## config.mk

```make
export PLATFORM = sky130hd
export DESIGN_NAME = dzsp_power_ctrl
export DESIGN_NICKNAME = d
export VERILOG_FILES = /design/src/dzsp_pkg.sv /design/src/dzsp_power_ctrl.sv /design/src/dzsp_rate_div.sv
export SDC_FILE = /design/constraint.sdc
export NUM_CORES = 1
export LEC_CHECK = 0
export BUFFER_PORTS_ARGS = -buffer_cell sky130_fd_sc_hd__buf_4
export CAP_MARGIN = 30
export CORE_MARGIN = 8
export CORE_UTILIZATION = 50
export CTS_CLUSTER_DIAMETER = 200
export DETAILED_ROUTE_END_ITERATION = 8
export PLACE_DENSITY = 0.8
export SYNTH_ARGS = -nofsm -noshare
export SYNTH_HDL_FRONTEND = slang
export SYNTH_SLANG_ARGS = --single-unit
export TNS_END_PERCENT = 50
```

## constraint.sdc

```tcl
create_clock -name pclk -period 3.3 [get_ports pclk]
set_clock_uncertainty 0.05 [all_clocks]
set_input_delay 0.66 -clock pclk [delete_from_list [all_inputs] [get_ports pclk]]
set_output_delay 0.66 -clock pclk [all_outputs]
set_load 0.02 [all_outputs]
```

## src/dzsp_pkg.sv

```systemverilog
package dzsp_pkg;
  // register byte offsets
  localparam logic [11:0] CTRL_OFS = 12'h000;
  localparam logic [11:0] STAT_OFS = 12'h004;
  localparam logic [11:0] WDOG_OFS = 12'h008;
  // control register fields
  localparam int RATIO_LSB = 0;
  localparam int RATIO_W = 3;
  localparam int ROI_BIT = 4;
  localparam int DOE_BIT = 5;
  localparam int IDLE_BIT = 6;
  localparam int DOZE_BIT = 7;
  // status register fields
  localparam int PD_BIT = 0;
  localparam int TO_BIT = 1;
  localparam int SLEEP_BIT = 2;
  localparam int IDLE_ST_BIT = 3;
  localparam int PEND_BIT = 4;
  // watchdog register fields
  localparam int WD_EN_BIT = 0;
  localparam int WD_SLP_BIT = 1;
  localparam int WD_CNT_LSB = 16;
  localparam int WD_CNT_W = 16;
  // reset values
  localparam logic [2:0] RATIO_RST = 3'h0;
  localparam logic ROI_RST = 1'b0;
  localparam logic DOE_RST = 1'b0;
  localparam logic IDLE_RST = 1'b0;
  localparam logic DOZE_RST = 1'b0;
  localparam logic PD_RST = 1'b1;
  localparam logic TO_RST = 1'b1;
  localparam logic WD_EN_RST = 1'b0;
  localparam logic WD_SLP_RST = 1'b0;
  localparam logic [15:0] WD_LIMIT_DFLT = 16'hffff;
  // port widths
  localparam int IO_W = 8;
  localparam int OSC_N = 4;
  typedef enum logic [1:0] {PS_RUN, PS_SLEEP, PS_IDLE} dzsp_pstate_t;
endpackage : dzsp_pkg

```

## src/dzsp_power_ctrl.sv

```systemverilog
`timescale 1ns/1ps
//
// Overview of operation
// - interrupt with recover_on_interrupt 0 keeps service routine at doze rate
// - interrupt with recover_on_interrupt 1 clears doze_active, full speed at once
// - leaving doze by interrupt vectors in the very next cycle, at full speed
// - return_from_interrupt_op with doze_on_exit 1 sets doze_active
// - sleep instruction with idle_select 0 enters sleep
// - sleep entry clears watchdog counter; it runs on only if sleep-enabled
// - sleep entry clears powerdown_flag
// - sleep entry sets timeout_flag
// - cpu clock gated off while asleep
// - sleep leaves the four oscillators running
// - io ports hold their pre-sleep drive state during sleep
// - non-watchdog reset sources stay effective during sleep
module dzsp_power_ctrl import dzsp_pkg::*; #(
  parameter logic [15:0] WD_LIMIT = WD_LIMIT_DFLT
) (
  // apb slave
  input wire logic pclk,
  input wire logic presetn,
  input wire logic psel,
  input wire logic penable,
  input wire logic pwrite,
  input wire logic [11:0] paddr,
  input wire logic [31:0] pwdata,
  output logic [31:0] prdata,
  output logic pready,
  output logic pslverr,
  // cpu core and interrupt logic
  input wire logic irq_req,
  input wire logic return_from_interrupt_op_op,
  input wire logic sleep_op,
  input wire logic clrwdt_op,
  input wire logic wake_req,
  output logic cpu_clk_en,
  output logic vector_go,
  // reset sources
  input wire logic mclr_pin_n,
  input wire logic bor_req,
  output logic rst_req,
  // oscillators
  input wire logic [OSC_N-1:0] osc_req,
  output logic [OSC_N-1:0] osc_en,
  // io ports
  input wire logic [IO_W-1:0] port_out_in,
  input wire logic [IO_W-1:0] port_oe_in,
  output logic [IO_W-1:0] port_out,
  output logic [IO_W-1:0] port_oe
);
  dzsp_pstate_t ps_q;
  logic [RATIO_W-1:0] ratio_q;
  logic roi_q, doe_q, idle_q, doze_q;
  logic pd_q, to_q, pend_q;
  logic wd_en_q, wd_slp_q;
  logic [WD_CNT_W-1:0] wd_cnt_q;
  logic [31:0] prdata_q;
  logic mclr_s1_q, mclr_s2_q, rst_q;
  logic [OSC_N-1:0] osc_q;
  logic [IO_W-1:0] pout_q, poe_q;
  logic doze_tick, wr_en, rd_setup, map_hit;
  logic wr_ctrl, wr_wdog;
  logic sleep_go, idle_go, wd_run, wd_hit;
  logic irq_doze_roi;

  // apb decode
  assign map_hit = (paddr == CTRL_OFS) || (paddr == STAT_OFS) || (paddr == WDOG_OFS);
  assign wr_en = psel && penable && pwrite && map_hit;
  assign rd_setup = psel && !penable && !pwrite;
  assign wr_ctrl = wr_en && (paddr == CTRL_OFS);
  assign wr_wdog = wr_en && (paddr == WDOG_OFS);
  assign pready = psel && penable;
  assign pslverr = psel && penable && !map_hit;
  assign prdata = prdata_q;

  always_ff @(posedge pclk or negedge presetn) begin
    if (!presetn) begin
      prdata_q <= 32'h0000_0000;
    end else if (rd_setup) begin
      prdata_q <= 32'h0000_0000;
      unique case (paddr)
        CTRL_OFS: begin
          prdata_q[RATIO_LSB +: RATIO_W] <= ratio_q;
          prdata_q[ROI_BIT] <= roi_q;
          prdata_q[DOE_BIT] <= doe_q;
          prdata_q[IDLE_BIT] <= idle_q;
          prdata_q[DOZE_BIT] <= doze_q;
        end
        STAT_OFS: begin
          prdata_q[PD_BIT] <= pd_q;
          prdata_q[TO_BIT] <= to_q;
          prdata_q[SLEEP_BIT] <= (ps_q == PS_SLEEP);
          prdata_q[IDLE_ST_BIT] <= (ps_q == PS_IDLE);
          prdata_q[PEND_BIT] <= pend_q;
        end
        WDOG_OFS: begin
          prdata_q[WD_EN_BIT] <= wd_en_q;
          prdata_q[WD_SLP_BIT] <= wd_slp_q;
          prdata_q[WD_CNT_LSB +: WD_CNT_W] <= wd_cnt_q;
        end
        default: begin
          prdata_q <= 32'h0000_0000;
        end
      endcase
    end
  end

  // control fields other than doze_active
  always_ff @(posedge pclk or negedge presetn) begin
    if (!presetn) begin
      ratio_q <= RATIO_RST;
      roi_q <= ROI_RST;
      doe_q <= DOE_RST;
      idle_q <= IDLE_RST;
    end else if (wr_ctrl) begin
      ratio_q <= pwdata[RATIO_LSB +: RATIO_W];
      roi_q <= pwdata[ROI_BIT];
      doe_q <= pwdata[DOE_BIT];
      idle_q <= pwdata[IDLE_BIT];
    end
  end

  // doze_active: hardware events win over a software write
  assign irq_doze_roi = irq_req && doze_q && roi_q;

  always_ff @(posedge pclk or negedge presetn) begin
    if (!presetn) begin
      doze_q <= DOZE_RST;
    end else if (irq_doze_roi) begin
      doze_q <= 1'b0;
    end else if (return_from_interrupt_op_op && doe_q) begin
      doze_q <= 1'b1;
    end else if (wr_ctrl) begin
      doze_q <= pwdata[DOZE_BIT];
    end
  end

  // doze rate divider
  dzsp_rate_div u_div (
    .pclk(pclk),
    .presetn(presetn),
    .en(doze_q),
    .sel(ratio_q),
    .tick(doze_tick)
  );

  // cpu clock gate; peripherals never see this gate
  always_comb begin
    if (ps_q != PS_RUN) begin
      cpu_clk_en = 1'b0;
    end else if (doze_q) begin
      cpu_clk_en = doze_tick;
    end else begin
      cpu_clk_en = 1'b1;
    end
  end

  // pending interrupt vectors in the next enabled cpu cycle
  assign vector_go = pend_q && cpu_clk_en;

  always_ff @(posedge pclk or negedge presetn) begin
    if (!presetn) begin
      pend_q <= 1'b0;
    end else if (irq_req) begin
      pend_q <= 1'b1;
    end else if (vector_go) begin
      pend_q <= 1'b0;
    end
  end

  // power state
  assign sleep_go = (ps_q == PS_RUN) && sleep_op && !idle_q;
  assign idle_go = (ps_q == PS_RUN) && sleep_op && idle_q;

  always_ff @(posedge pclk or negedge presetn) begin
    if (!presetn) begin
      ps_q <= PS_RUN;
    end else begin
      unique case (ps_q)
        PS_RUN: begin
          if (sleep_go) begin
            ps_q <= PS_SLEEP;
          end else if (idle_go) begin
            ps_q <= PS_IDLE;
          end
        end
        PS_SLEEP, PS_IDLE: begin
          if (wake_req || irq_req || (wd_hit && ps_q == PS_SLEEP)) begin
            ps_q <= PS_RUN;
          end
        end
        default: begin
          ps_q <= PS_RUN;
        end
      endcase
    end
  end

  // status flags
  always_ff @(posedge pclk or negedge presetn) begin
    if (!presetn) begin
      pd_q <= PD_RST;
      to_q <= TO_RST;
    end else if (sleep_go) begin
      pd_q <= 1'b0;
      to_q <= 1'b1;
    end else if (clrwdt_op) begin
      pd_q <= 1'b1;
      to_q <= 1'b1;
    end else if (wd_hit) begin
      to_q <= 1'b0;
    end
  end

  // watchdog
  always_ff @(posedge pclk or negedge presetn) begin
    if (!presetn) begin
      wd_en_q <= WD_EN_RST;
      wd_slp_q <= WD_SLP_RST;
    end else if (wr_wdog) begin
      wd_en_q <= pwdata[WD_EN_BIT];
      wd_slp_q <= pwdata[WD_SLP_BIT];
    end
  end

  assign wd_run = wd_en_q && ((ps_q != PS_SLEEP) || wd_slp_q);
  assign wd_hit = wd_run && (wd_cnt_q == WD_LIMIT);

  always_ff @(posedge pclk or negedge presetn) begin
    if (!presetn) begin
      wd_cnt_q <= 16'h0000;
    end else if (sleep_go || clrwdt_op || wd_hit) begin
      wd_cnt_q <= 16'h0000;
    end else if (wd_run) begin
      wd_cnt_q <= wd_cnt_q + 16'h0001;
    end
  end

  // reset pin synchroniser
  always_ff @(posedge pclk or negedge presetn) begin
    if (!presetn) begin
      mclr_s1_q <= 1'b1;
      mclr_s2_q <= 1'b1;
    end else begin
      mclr_s1_q <= mclr_pin_n;
      mclr_s2_q <= mclr_s1_q;
    end
  end

  // watchdog in sleep wakes instead of resetting; others always reset
  always_ff @(posedge pclk or negedge presetn) begin
    if (!presetn) begin
      rst_q <= 1'b0;
    end else begin
      rst_q <= !mclr_s2_q || bor_req || (wd_hit && ps_q != PS_SLEEP);
    end
  end
  assign rst_req = rst_q;

  // oscillators follow their requests regardless of power state
  always_ff @(posedge pclk or negedge presetn) begin
    if (!presetn) begin
      osc_q <= '0;
    end else begin
      osc_q <= osc_req;
    end
  end
  assign osc_en = osc_q;

  // io drive latches frozen while asleep
  always_ff @(posedge pclk or negedge presetn) begin
    if (!presetn) begin
      pout_q <= '0;
      poe_q <= '0;
    end else if (ps_q != PS_SLEEP) begin
      pout_q <= port_out_in;
      poe_q <= port_oe_in;
    end
  end
  assign port_out = pout_q;
  assign port_oe = poe_q;
endmodule : dzsp_power_ctrl

```

## src/dzsp_rate_div.sv

```systemverilog
`timescale 1ns/1ps
// one-cycle tick every (2 << sel) clocks while enabled
module dzsp_rate_div import dzsp_pkg::*; (
  // clock and reset
  input wire logic pclk,
  input wire logic presetn,
  // control
  input wire logic en,
  input wire logic [RATIO_W-1:0] sel,
  // output
  output logic tick
);
  logic [7:0] cnt_q;
  logic [8:0] ratio;

  assign ratio = 9'h002 << sel;
  // idle counter sits at zero so the first doze cycle ticks at once
  assign tick = en && (cnt_q == 8'h00);

  always_ff @(posedge pclk or negedge presetn) begin
    if (!presetn) begin
      cnt_q <= 8'h00;
    end else if (!en) begin
      cnt_q <= 8'h00;
    end else if (cnt_q == 8'h00) begin
      cnt_q <= 8'(ratio - 9'h001);
    end else begin
      cnt_q <= cnt_q - 8'h01;
    end
  end
endmodule : dzsp_rate_div
```

==> results.sh, run 1 <==
export IMPL_status="complete, no violations"
export IMPL_period_share_pct=87.1
export IMPL_synth_seq_area_share_pct=55.9
export IMPL_cts_tree="done"
export IMPL_ir_drop_uv=334
export IMPL_multi_input_area_um2=1550
export IMPL_syn_inst=336
export IMPL_setup_violations=0
export IMPL_nets=516
export IMPL_r2r_start="u_div.cnt_q[4]$_DFF_PN0_"
export IMPL_clockRootBuffer="clkbuf_8"
export IMPL_antenna_left=0
export IMPL_pin_count=133
export IMPL_drive_above_1_share_pct=35.5
export IMPL_grt_pass1_wl_um=14400
export IMPL_clock_sinks=85
export IMPL_core_area_um2=7570
export IMPL_start_util_pct=50.4
export IMPL_finalWirelength_um=8760
export IMPL_die_x_um=103
export IMPL_cts_htree_levels=3
export IMPL_num_rows=32
export IMPL_grt_usage_pct=17.5
export IMPL_hp_class="input pin to async pin"
export IMPL_critical_path_class="flop to primary output"
export IMPL_dp_hpwl_um=6610
export IMPL_cap_violations=0
export IMPL_ys_ff_latch=85
export IMPL_antenna_found_initial=0
export IMPL_netlist_area_um2=3810
export IMPL_synth_edf_count=0
export IMPL_relSlewSlack_pct=54.2
export IMPL_maxSlewViolCount=0
export IMPL_drtIter0Drc=123
export IMPL_async_reset_ff_share_pct=100
export IMPL_vias_per_cell=5.27
export IMPL_antennaDiodeCount=0
export IMPL_start_kind="flop"
export IMPL_drc_errors=0
export IMPL_reg2reg_depth=9
export IMPL_tightestPinTransition_ns=0.688
export IMPL_grt_pass1_vias=2926
export IMPL_firstDrtPassIters=4
export IMPL_clockBufferDepth=2
export IMPL_leakage_nw=2.27
export IMPL_insertion_delay_ns=0.35
export IMPL_setup_tns_ns=0
export IMPL_cts_made_buffers=9
export IMPL_crit_path_end_kind="primary output"
export IMPL_cts_resized=0
export IMPL_fill_cells=613
export IMPL_synth_warnings=0
export IMPL_synth_cell_types=50
export IMPL_gp_congestion=0.814
export IMPL_hold_viol_final=0
export IMPL_synth_area_per_cell_um2=11.4
export IMPL_ff2ff_setup_slack_ns=0.76
export IMPL_gr_total_overflow=0
export IMPL_r2r_end="u_div.cnt_q[6]$_DFF_PN0_"
export IMPL_arrival_ns=2.16
export IMPL_dr_total_vias=2855
export IMPL_period_needed_ns=2.87
export IMPL_syn_to_final_growth_pct=26.5
export IMPL_io_buffers=99
export IMPL_postCtsSetupBuffers=0
export IMPL_cts_hold_buf=0
export IMPL_yosys_most_used_dff="dfrtp_1"
export IMPL_path_max_fanout=6
export IMPL_fmax_mhz=348
export IMPL_hold_slack_ns=0.0837
export IMPL_final_core_util_pct=63.8
export IMPL_dieHeight_um=103
export IMPL_clk_pin_slew_ns=0.09
export IMPL_grt_max_degree=76
export IMPL_die_area_um2=10700
export IMPL_wire_per_inst_um=16.2
export IMPL_critical_path_required_ns=2.59
export IMPL_rsz0062_at_grt="false"
export IMPL_seq_area_um2=2130
export IMPL_pwr_density_cell_nw_per_um2=500
[cells by family after synthesis]
family / synth area share [%]
other cells: 0.0983
fa+ha+maj: 1.64
compound gates: 9.64
mux: 8.40
flops: 55.9
simple gates: 15.9
xor+xnor: 4.13
buf+inv: 4.30
[worst max path at each step]
stage / start / end
after floorplan: u_div.cnt_q[2]$_DFF_PN0_ / vector_go
after global placement: paddr[1] / pslverr
after detailed placement: paddr[7] / pslverr
after CTS: u_div.cnt_q[4]$_DFF_PN0_ / vector_go
after global routing: u_div.cnt_q[4]$_DFF_PN0_ / vector_go
final: u_div.cnt_q[4]$_DFF_PN0_ / vector_go
[per-layer routing]
metal  GRT usage [%]  vias up  wire, µm
met2            29.7       92      4520
met4            7.12        0       130
li1                -     1355         -
met3            4.95        9       677
met1            20.3     1399      3430
met5               0        -         0
[cell usage after synthesis (3+ instances only)]
cell       n  area share, %
nand3_1   10            1.3
or3_1      5           0.82
nand4_1    3           0.49
and2_1     3           0.49
mux2_2    24            7.1
nor4_1     6           0.98
a211oi_1   3           0.59
xor2_1     7            1.6
clkbuf_1  10           0.98
ha_1       5            1.6
buf_4      8            1.6
nand2_1   26            2.6
a21oi_1    9            1.2
a22o_1    16            3.7
nor2b_1    5           0.82
xnor2_1   11            2.5
dfstp_2    4            2.8
nor2_1    32            3.1
inv_1      9           0.89
nor3_1     7           0.92
dfrtp_1   81             53
mux2i_1    5            1.3
o21ai_0   12            1.6
[sequential cells by signal, indices dropped and copies added, names as in the netlist, 2 cells and up]
| signal | cells |
|---|---|
| port_out | 8 |
| prdata | 24 |
| ps_q | 2 |
| ratio_q | 3 |
| osc_en | 4 |
| wd_cnt_q | 16 |
| u_div.cnt_q | 8 |
| port_oe | 8 |
[through the flow]
stage                     instances  setup slack [ns]  power (mW)  instance area, µm²
after global placement          525             0.666        1.71                4610
after floorplan                 343             0.833        1.48                3840
after detailed placement        526             0.534        1.73                4640
after CTS                       542             0.420        2.44                4830
after global routing            542             0.245        2.53                4830
final                           542             0.427        2.41                4830
[placed cells by master, fill, tap and decap left out, drive strengths merged, types with 7 or more instances in the layout]
| cell | instances |
|---|---|
| nand2 | 26 |
| inv | 9 |
| nor2 | 32 |
| conb | 8 |
| nor3 | 7 |
| nand3 | 10 |
| nor4 | 9 |
| buf | 103 |
| o21ai | 12 |
| dfrtp | 81 |
| a21oi | 9 |
| a22o | 16 |
| xnor2 | 11 |
| xor2 | 7 |
| mux2 | 24 |
| clkbuf | 10 |
[worst max-delay path, cell delays in order, from the launching register on]
cell and delay (ns):
dfrtp_1 0.44, or3_1 0.43, nor3_1 0.47, o21a_1 0.21
and2_1 0.13, buf_4 0.13
[area by class of cell]
class                   instances  area share (%)
repair buffers                103            16.4
multi-input cells             226            32.0
clock buffers                  10            2.64
flip-flops and latches         85            44.2
clock inverters                 6            1.32
well taps                     102            2.64
inverters                      10           0.778
[power breakdown]
| group | switching (mW) | internal, mW |
|---|---|---|
| registers | 0.0409 | 1.13 |
| logic | 0.283 | 0.247 |
| clock network | 0.368 | 0.349 |
No activity file was read; power rests on OpenSTA's default activity.
==> run 2, diff against run 1 <==
--- a/config.mk
+++ b/config.mk
@@ -5,13 +5,14 @@
 export SDC_FILE = /design/constraint.sdc
 export NUM_CORES = 1
 export LEC_CHECK = 0
-export BUFFER_PORTS_ARGS = -buffer_cell sky130_fd_sc_hd__buf_4
+export BUFFER_PORTS_ARGS = -buffer_cell sky130_fd_sc_hd__buf_2
 export CAP_MARGIN = 30
 export CORE_MARGIN = 8
 export CORE_UTILIZATION = 50
 export CTS_CLUSTER_DIAMETER = 200
 export DETAILED_ROUTE_END_ITERATION = 8
 export PLACE_DENSITY = 0.8
+export SLEW_MARGIN = 40
 export SYNTH_ARGS = -nofsm -noshare
 export SYNTH_HDL_FRONTEND = slang
 export SYNTH_SLANG_ARGS = --single-unit
==> run 2 against run 1 <==
Core utilization decreased by 3.1 points. Cell count shrank 0.37%. Die area stayed put. Routed wire length decreased by 4.6%. Critical path depth did not move. First-iteration DRC count down 19%. Non-clock buffer count is 1 lower. Sequential cell count unchanged. Clock power up 12%. Combinational power decreased by 13%. Setup slack worse by 0.053 ns. Maximum frequency decreased by 1.8%. Critical path type unchanged.
==> results.sh, run 2 (synthesized netlist as in run 1, its figures left out) <==
export IMPL_clockRootBuffer="clkbuf_8"
export IMPL_hp_class="input pin to async pin"
export IMPL_pin_count=133
export IMPL_r2r_end="u_div.cnt_q[6]$_DFF_PN0_"
export IMPL_hold_viol_final=0
export IMPL_wire_per_inst_um=15.5
export IMPL_final_core_util_pct=60.7
export IMPL_busiest_layer="met2"
export IMPL_dp_hpwl_um=6220
export IMPL_grt_pass1_wl_um=13700
export IMPL_cap_violations=0
export IMPL_die_area_um2=10700
export IMPL_start_util_pct=50.4
export IMPL_leakage_nw=2.22
export IMPL_path_max_fanout=6
export IMPL_io_buffers=99
export IMPL_core_area_um2=7570
export IMPL_critical_path_class="flop to primary output"
export IMPL_clock_sinks=85
export IMPL_setup_violations=0
export IMPL_reg2reg_depth=9
export IMPL_cp_slowest_cell="nor3_1"
export IMPL_r2r_start="u_div.cnt_q[4]$_DFF_PN0_"
export IMPL_nets=515
export IMPL_finalPower_mw=2.43
export IMPL_clk_pin_slew_ns=0.09
export IMPL_antenna_left=0
export IMPL_start_kind="flop"
export IMPL_cts_htree_levels=3
export IMPL_met3_usage_pct=5.96
export IMPL_antennaDiodeCount=0
export IMPL_antenna_found_initial=0
export IMPL_gr_total_overflow=0
export IMPL_largest_register_ffs=24
export IMPL_cts_made_buffers=9
export IMPL_die_x_um=103
export IMPL_drtIter0Drc=100
export IMPL_drc_errors=0
export IMPL_layout_cells_most_common="buf_2"
export IMPL_grt_max_degree=86
export IMPL_clockBufferDepth=2
export IMPL_arrival_ns=2.22
export IMPL_dr_total_vias=2832
export IMPL_fmax_mhz=342
export IMPL_relSlewSlack_pct=53.3
export IMPL_pwr_density_cell_nw_per_um2=529
export IMPL_period_needed_ns=2.93
export IMPL_num_rows=32
export IMPL_critical_path_required_ns=2.59
export IMPL_syn_to_final_growth_pct=20.4
export IMPL_tightestPinTransition_ns=0.700
export IMPL_met2_usage_pct=27.4
export IMPL_fill_cells=636
export IMPL_maxSlewViolCount=0
export IMPL_postCtsSetupBuffers=0
export IMPL_crit_path_end_kind="primary output"
export IMPL_max_stage_delay_ns=0.50
export IMPL_final_cell_mix="buf_2, dfrtp_1, nor2_1, nand2_1, mux2_2"
export IMPL_grt_usage_pct=16.6
export IMPL_finalWirelength_um=8350
export IMPL_firstDrtPassIters=4
export IMPL_rsz0062_at_grt="false"
export IMPL_cts_tree="done"
export IMPL_gp_congestion=0.825
export IMPL_ff2ff_setup_slack_ns=0.67
export IMPL_ir_drop_uv=376
export IMPL_cp_cell_sequence="or3_1 > nor3_1 > o21a_1 > and2_1 > buf_2"
export IMPL_cts_resized=0
export IMPL_use_met1_pct=19.1
export IMPL_vias_per_cell=5.24
export IMPL_period_share_pct=88.7
export IMPL_setup_tns_ns=0
export IMPL_drive_above_1_share_pct=35.2
export IMPL_status="complete, no violations"
export IMPL_grt_pass1_vias=2999
export IMPL_dieHeight_um=103
export IMPL_insertion_delay_ns=0.34
export IMPL_cts_hold_buf=0
[run 2: per-stage QoR]
stage | worst slack [ns] | instances | hold WS, ns | area (µm²)
after floorplan | 0.833 | 343 | 0.295 | 3840
after global placement | 0.673 | 525 | 0.297 | 4360
after detailed placement | 0.681 | 525 | 0.299 | 4370
after CTS | 0.371 | 540 | 0.310 | 4590
after global routing | 0.155 | 540 | 0.313 | 4590
final | 0.374 | 540 | 0.295 | 4590
[run 2: worst max path at each step]
stage / start / to / cells after the start
2_1_floorplan: u_div.cnt_q[2]$_DFF_PN0_ / vector_go / 5
3_3_place_gp: paddr[7] / pslverr / 6
3_5_place_dp: paddr[1] / pslverr / 6
4_1_cts: u_div.cnt_q[4]$_DFF_PN0_ / vector_go / 5
5_1_grt: u_div.cnt_q[4]$_DFF_PN0_ / vector_go / 5
6_report: u_div.cnt_q[4]$_DFF_PN0_ / vector_go / 5
[run 2: worst max-delay path: cells and delay by family (launching register included)]
family	cells	cell delay [ns]
flops	1	0.44
simple gates	3	1.06
buf+inv	1	0.15
compound gates	1	0.22
[run 2: routing by layer]
layer | vias up | part of all wire [%]
li1 | 1355 | -
met1 | 1370 | 42
met2 | 90 | 49
met3 | 17 | 7.4
met4 | 0 | 1.9
met5 | - | 0
[run 2: final cells by class]
type | instances | area (µm²) | share of cell area, %
multi-input cells | 226 | 1550 | 33.6
clock buffers | 12 | 155 | 3.38
well taps | 102 | 128 | 2.78
flip-flops and latches | 85 | 2130 | 46.4
clock inverters | 3 | 68.8 | 1.50
inverters | 10 | 37.5 | 0.817
repair buffers | 102 | 527 | 11.5
[run 2: power by group]
part	switching, mW	internal [mW]	leakage [nW]
Combinational	0.277	0.183	0.991
Clock	0.340	0.466	0.113
Sequential	0.0372	1.13	1.12
Total	0.655	1.77	2.22
==> run 3, diff against run 2 <==
--- a/config.mk
+++ b/config.mk
@@ -8,10 +8,10 @@
 export BUFFER_PORTS_ARGS = -buffer_cell sky130_fd_sc_hd__buf_2
 export CAP_MARGIN = 30
 export CORE_MARGIN = 8
-export CORE_UTILIZATION = 50
+export CORE_UTILIZATION = 45
 export CTS_CLUSTER_DIAMETER = 200
 export DETAILED_ROUTE_END_ITERATION = 8
-export PLACE_DENSITY = 0.8
+export PLACE_DENSITY = 0.76
 export SLEW_MARGIN = 40
 export SYNTH_ARGS = -nofsm -noshare
 export SYNTH_HDL_FRONTEND = slang
==> constraint.sdc (replaced) <==
create_clock -name pclk -period 2.6 [get_ports pclk]
set_clock_uncertainty 0.05 [all_clocks]
set_input_delay 0.52 -clock pclk [delete_from_list [all_inputs] [get_ports pclk]]
set_output_delay 0.52 -clock pclk [all_outputs]
set_load 0.02 [all_outputs]
==> run 3 against run 2 <==
Non-clock buffer count increased by 9. Core utilization decreased by 4.1 points. Die area rose by 9.4%. Largest power group unchanged. Global-route usage fell by 0.72 points. Critical path depth did not move. Critical endpoint unchanged. Cell count grew 2.2%. Worst hold slack worse by 0.20 ns. Sequential share of layout area down 0.57 points. Largest cell class unchanged. Sequential cell count unchanged. Critical path type unchanged.
==> results.sh, run 3 (synthesized netlist as in run 1, its figures left out) <==
export IMPL_status="complete, no violations"
export IMPL_antenna_found_initial=1
export IMPL_rsz0062_at_grt="true"
export IMPL_dieHeight_um=108
export IMPL_leakage_nw=2.25
export IMPL_place_area_um2=4450
export IMPL_setup_tns_ns=0
export IMPL_core_area_um2=8220
export IMPL_num_rows=33
export IMPL_gp_congestion=0.856
export IMPL_antennaDiodeCount=0
export IMPL_wire_per_inst_um=16.4
export IMPL_pwr_density_cell_nw_per_um2=649
export IMPL_critical_path_class="flop to primary output"
export IMPL_drive_above_1_share_pct=36.9
export IMPL_cap_violations=0
export IMPL_dp_hpwl_um=6740
export IMPL_vias_per_cell=5.27
export IMPL_finalWirelength_um=9060
export IMPL_nets=524
export IMPL_clockRootBuffer="clkbuf_8"
export IMPL_crit_path_end_kind="primary output"
export IMPL_cts_tree="done"
export IMPL_setup_violations=0
export IMPL_period_needed_ns=2.54
export IMPL_dr_total_vias=2909
export IMPL_final_core_util_pct=56.6
export IMPL_start_util_pct=46.4
export IMPL_final_cell_mix="buf_2, dfrtp_1, nor2_1, nand2_1, mux2_2"
export IMPL_fin_area_um2=4650
export IMPL_arrival_ns=1.97
export IMPL_maxSlewViolCount=0
export IMPL_cts_made_buffers=9
export IMPL_clock_sinks=85
export IMPL_path_max_fanout=6
export IMPL_grt_usage_pct=15.9
export IMPL_hp_class="input pin to async pin"
export IMPL_clockBufferDepth=2
export IMPL_drc_errors=0
export IMPL_hold_slack_ns=0.0949
export IMPL_period_share_pct=97.6
export IMPL_fmax_mhz=394
export IMPL_cts_htree_levels=3
export IMPL_ir_drop_uv=369
export IMPL_grt_pass1_vias=3080
export IMPL_hold_viol_final=0
export IMPL_intPower_mw=2.16
export IMPL_start_kind="flop"
export IMPL_finalPower_mw=3.02
export IMPL_antenna_left=0
export IMPL_relSlewSlack_pct=63.5
export IMPL_p_seq_share_pct=49.0
export IMPL_drtIter0Drc=98
export IMPL_power_switching_mw=0.864
export IMPL_reg2reg_depth=9
export IMPL_swShare_pct=28.6
export IMPL_clkPwrFrac_pct=31.3
export IMPL_syn_to_final_growth_pct=22.0
export IMPL_critical_path_required_ns=2.03
export IMPL_die_x_um=108
export IMPL_clk_pin_slew_ns=0.08
export IMPL_grt_max_degree=45
export IMPL_layout_cells_most_common="buf_2"
export IMPL_tightestPinTransition_ns=0.547
export IMPL_combinationalPowerShare_pct=19.7
export IMPL_firstDrtPassIters=5
export IMPL_io_buffers=99
export IMPL_pin_count=133
export IMPL_grt_pass1_wl_um=14800
export IMPL_insertion_delay_ns=0.35
export IMPL_largest_register_ffs=24
export IMPL_gr_total_overflow=0
export IMPL_die_area_um2=11700
-- run 3: cell count changes in the layout (fill, tap and decap cells not counted), sizes merged --
cell and delta:
bufinv -1, clkbuf -1, clkinv -1, buf +10, clkinvlp +2
-- run 3: power by group through the flow --
stage                     sequential, mW  clock [mW]  combinational, mW
after floorplan                     1.62           0              0.267
after global placement              1.50           0              0.591
after detailed placement            1.51           0              0.607
after CTS                           1.48       0.966              0.607
after global routing                1.49        1.01              0.644
final                               1.48       0.946              0.595
-- run 3: repair_timing --
item / 4_1_cts / 5_1_grt
gates resized for setup: 0 / 2
buffers inserted: 0 / 0
hold buffers: 0 / 0
setup endpoints to repair: 0 / 2
-- run 3: final timing paths --
path,startpoint,to,slack (ns)
min in group pclk,mclr_pin_n,mclr_s1_q$_DFF_PN1_,0.22
max in group asynchronous,presetn,mclr_s1_q$_DFF_PN1_,1.72
worst min-delay path,presetn,prdata[19]$_DFFE_PN0P_,0.09
worst min register to register,mclr_s1_q$_DFF_PN1_,mclr_s2_q$_DFF_PN1_,0.31
worst max-delay path,u_div.cnt_q[4]$_DFF_PN0_,vector_go,0.06
worst max register to register,u_div.cnt_q[4]$_DFF_PN0_,u_div.cnt_q[6]$_DFF_PN0_,0.11
-- run 3: metal layers --
layer / GRT usage (%) / wire, µm / vias to the layer above
met3: 4.34 / 668 / 11
met5: 0 / 8 / -
met1: 19.3 / 3860 / 1423
li1: - / - / 1379
met4: 5.45 / 114 / 2
met2: 26.5 / 4410 / 94
-- run 3: through the flow --
stage / setup slack [ns] / instances
floorplan: 0.214 / 343
global placement: 0.198 / 537
detailed placement: 0.103 / 537
CTS: 0.0485 / 552
global route: -0.0522 / 552
finish: 0.0615 / 552
-- run 3: worst max-delay path, stage by stage (launching register included) --
cell and delay, ns:
dfrtp_2 0.44, or3_1 0.42, nor3_1 0.30, o21a_1 0.19
and2_1 0.12, buf_2 0.15
-- run 3: layout make-up --
cell class | count | area (µm²)
fillers | 724 | 3560
flip-flops and latches | 85 | 2130
multi-input cells | 226 | 1550
repair buffers | 111 | 601
clock buffers | 12 | 155
well taps | 105 | 131
clock inverters | 3 | 45.0
inverters | 10 | 37.5
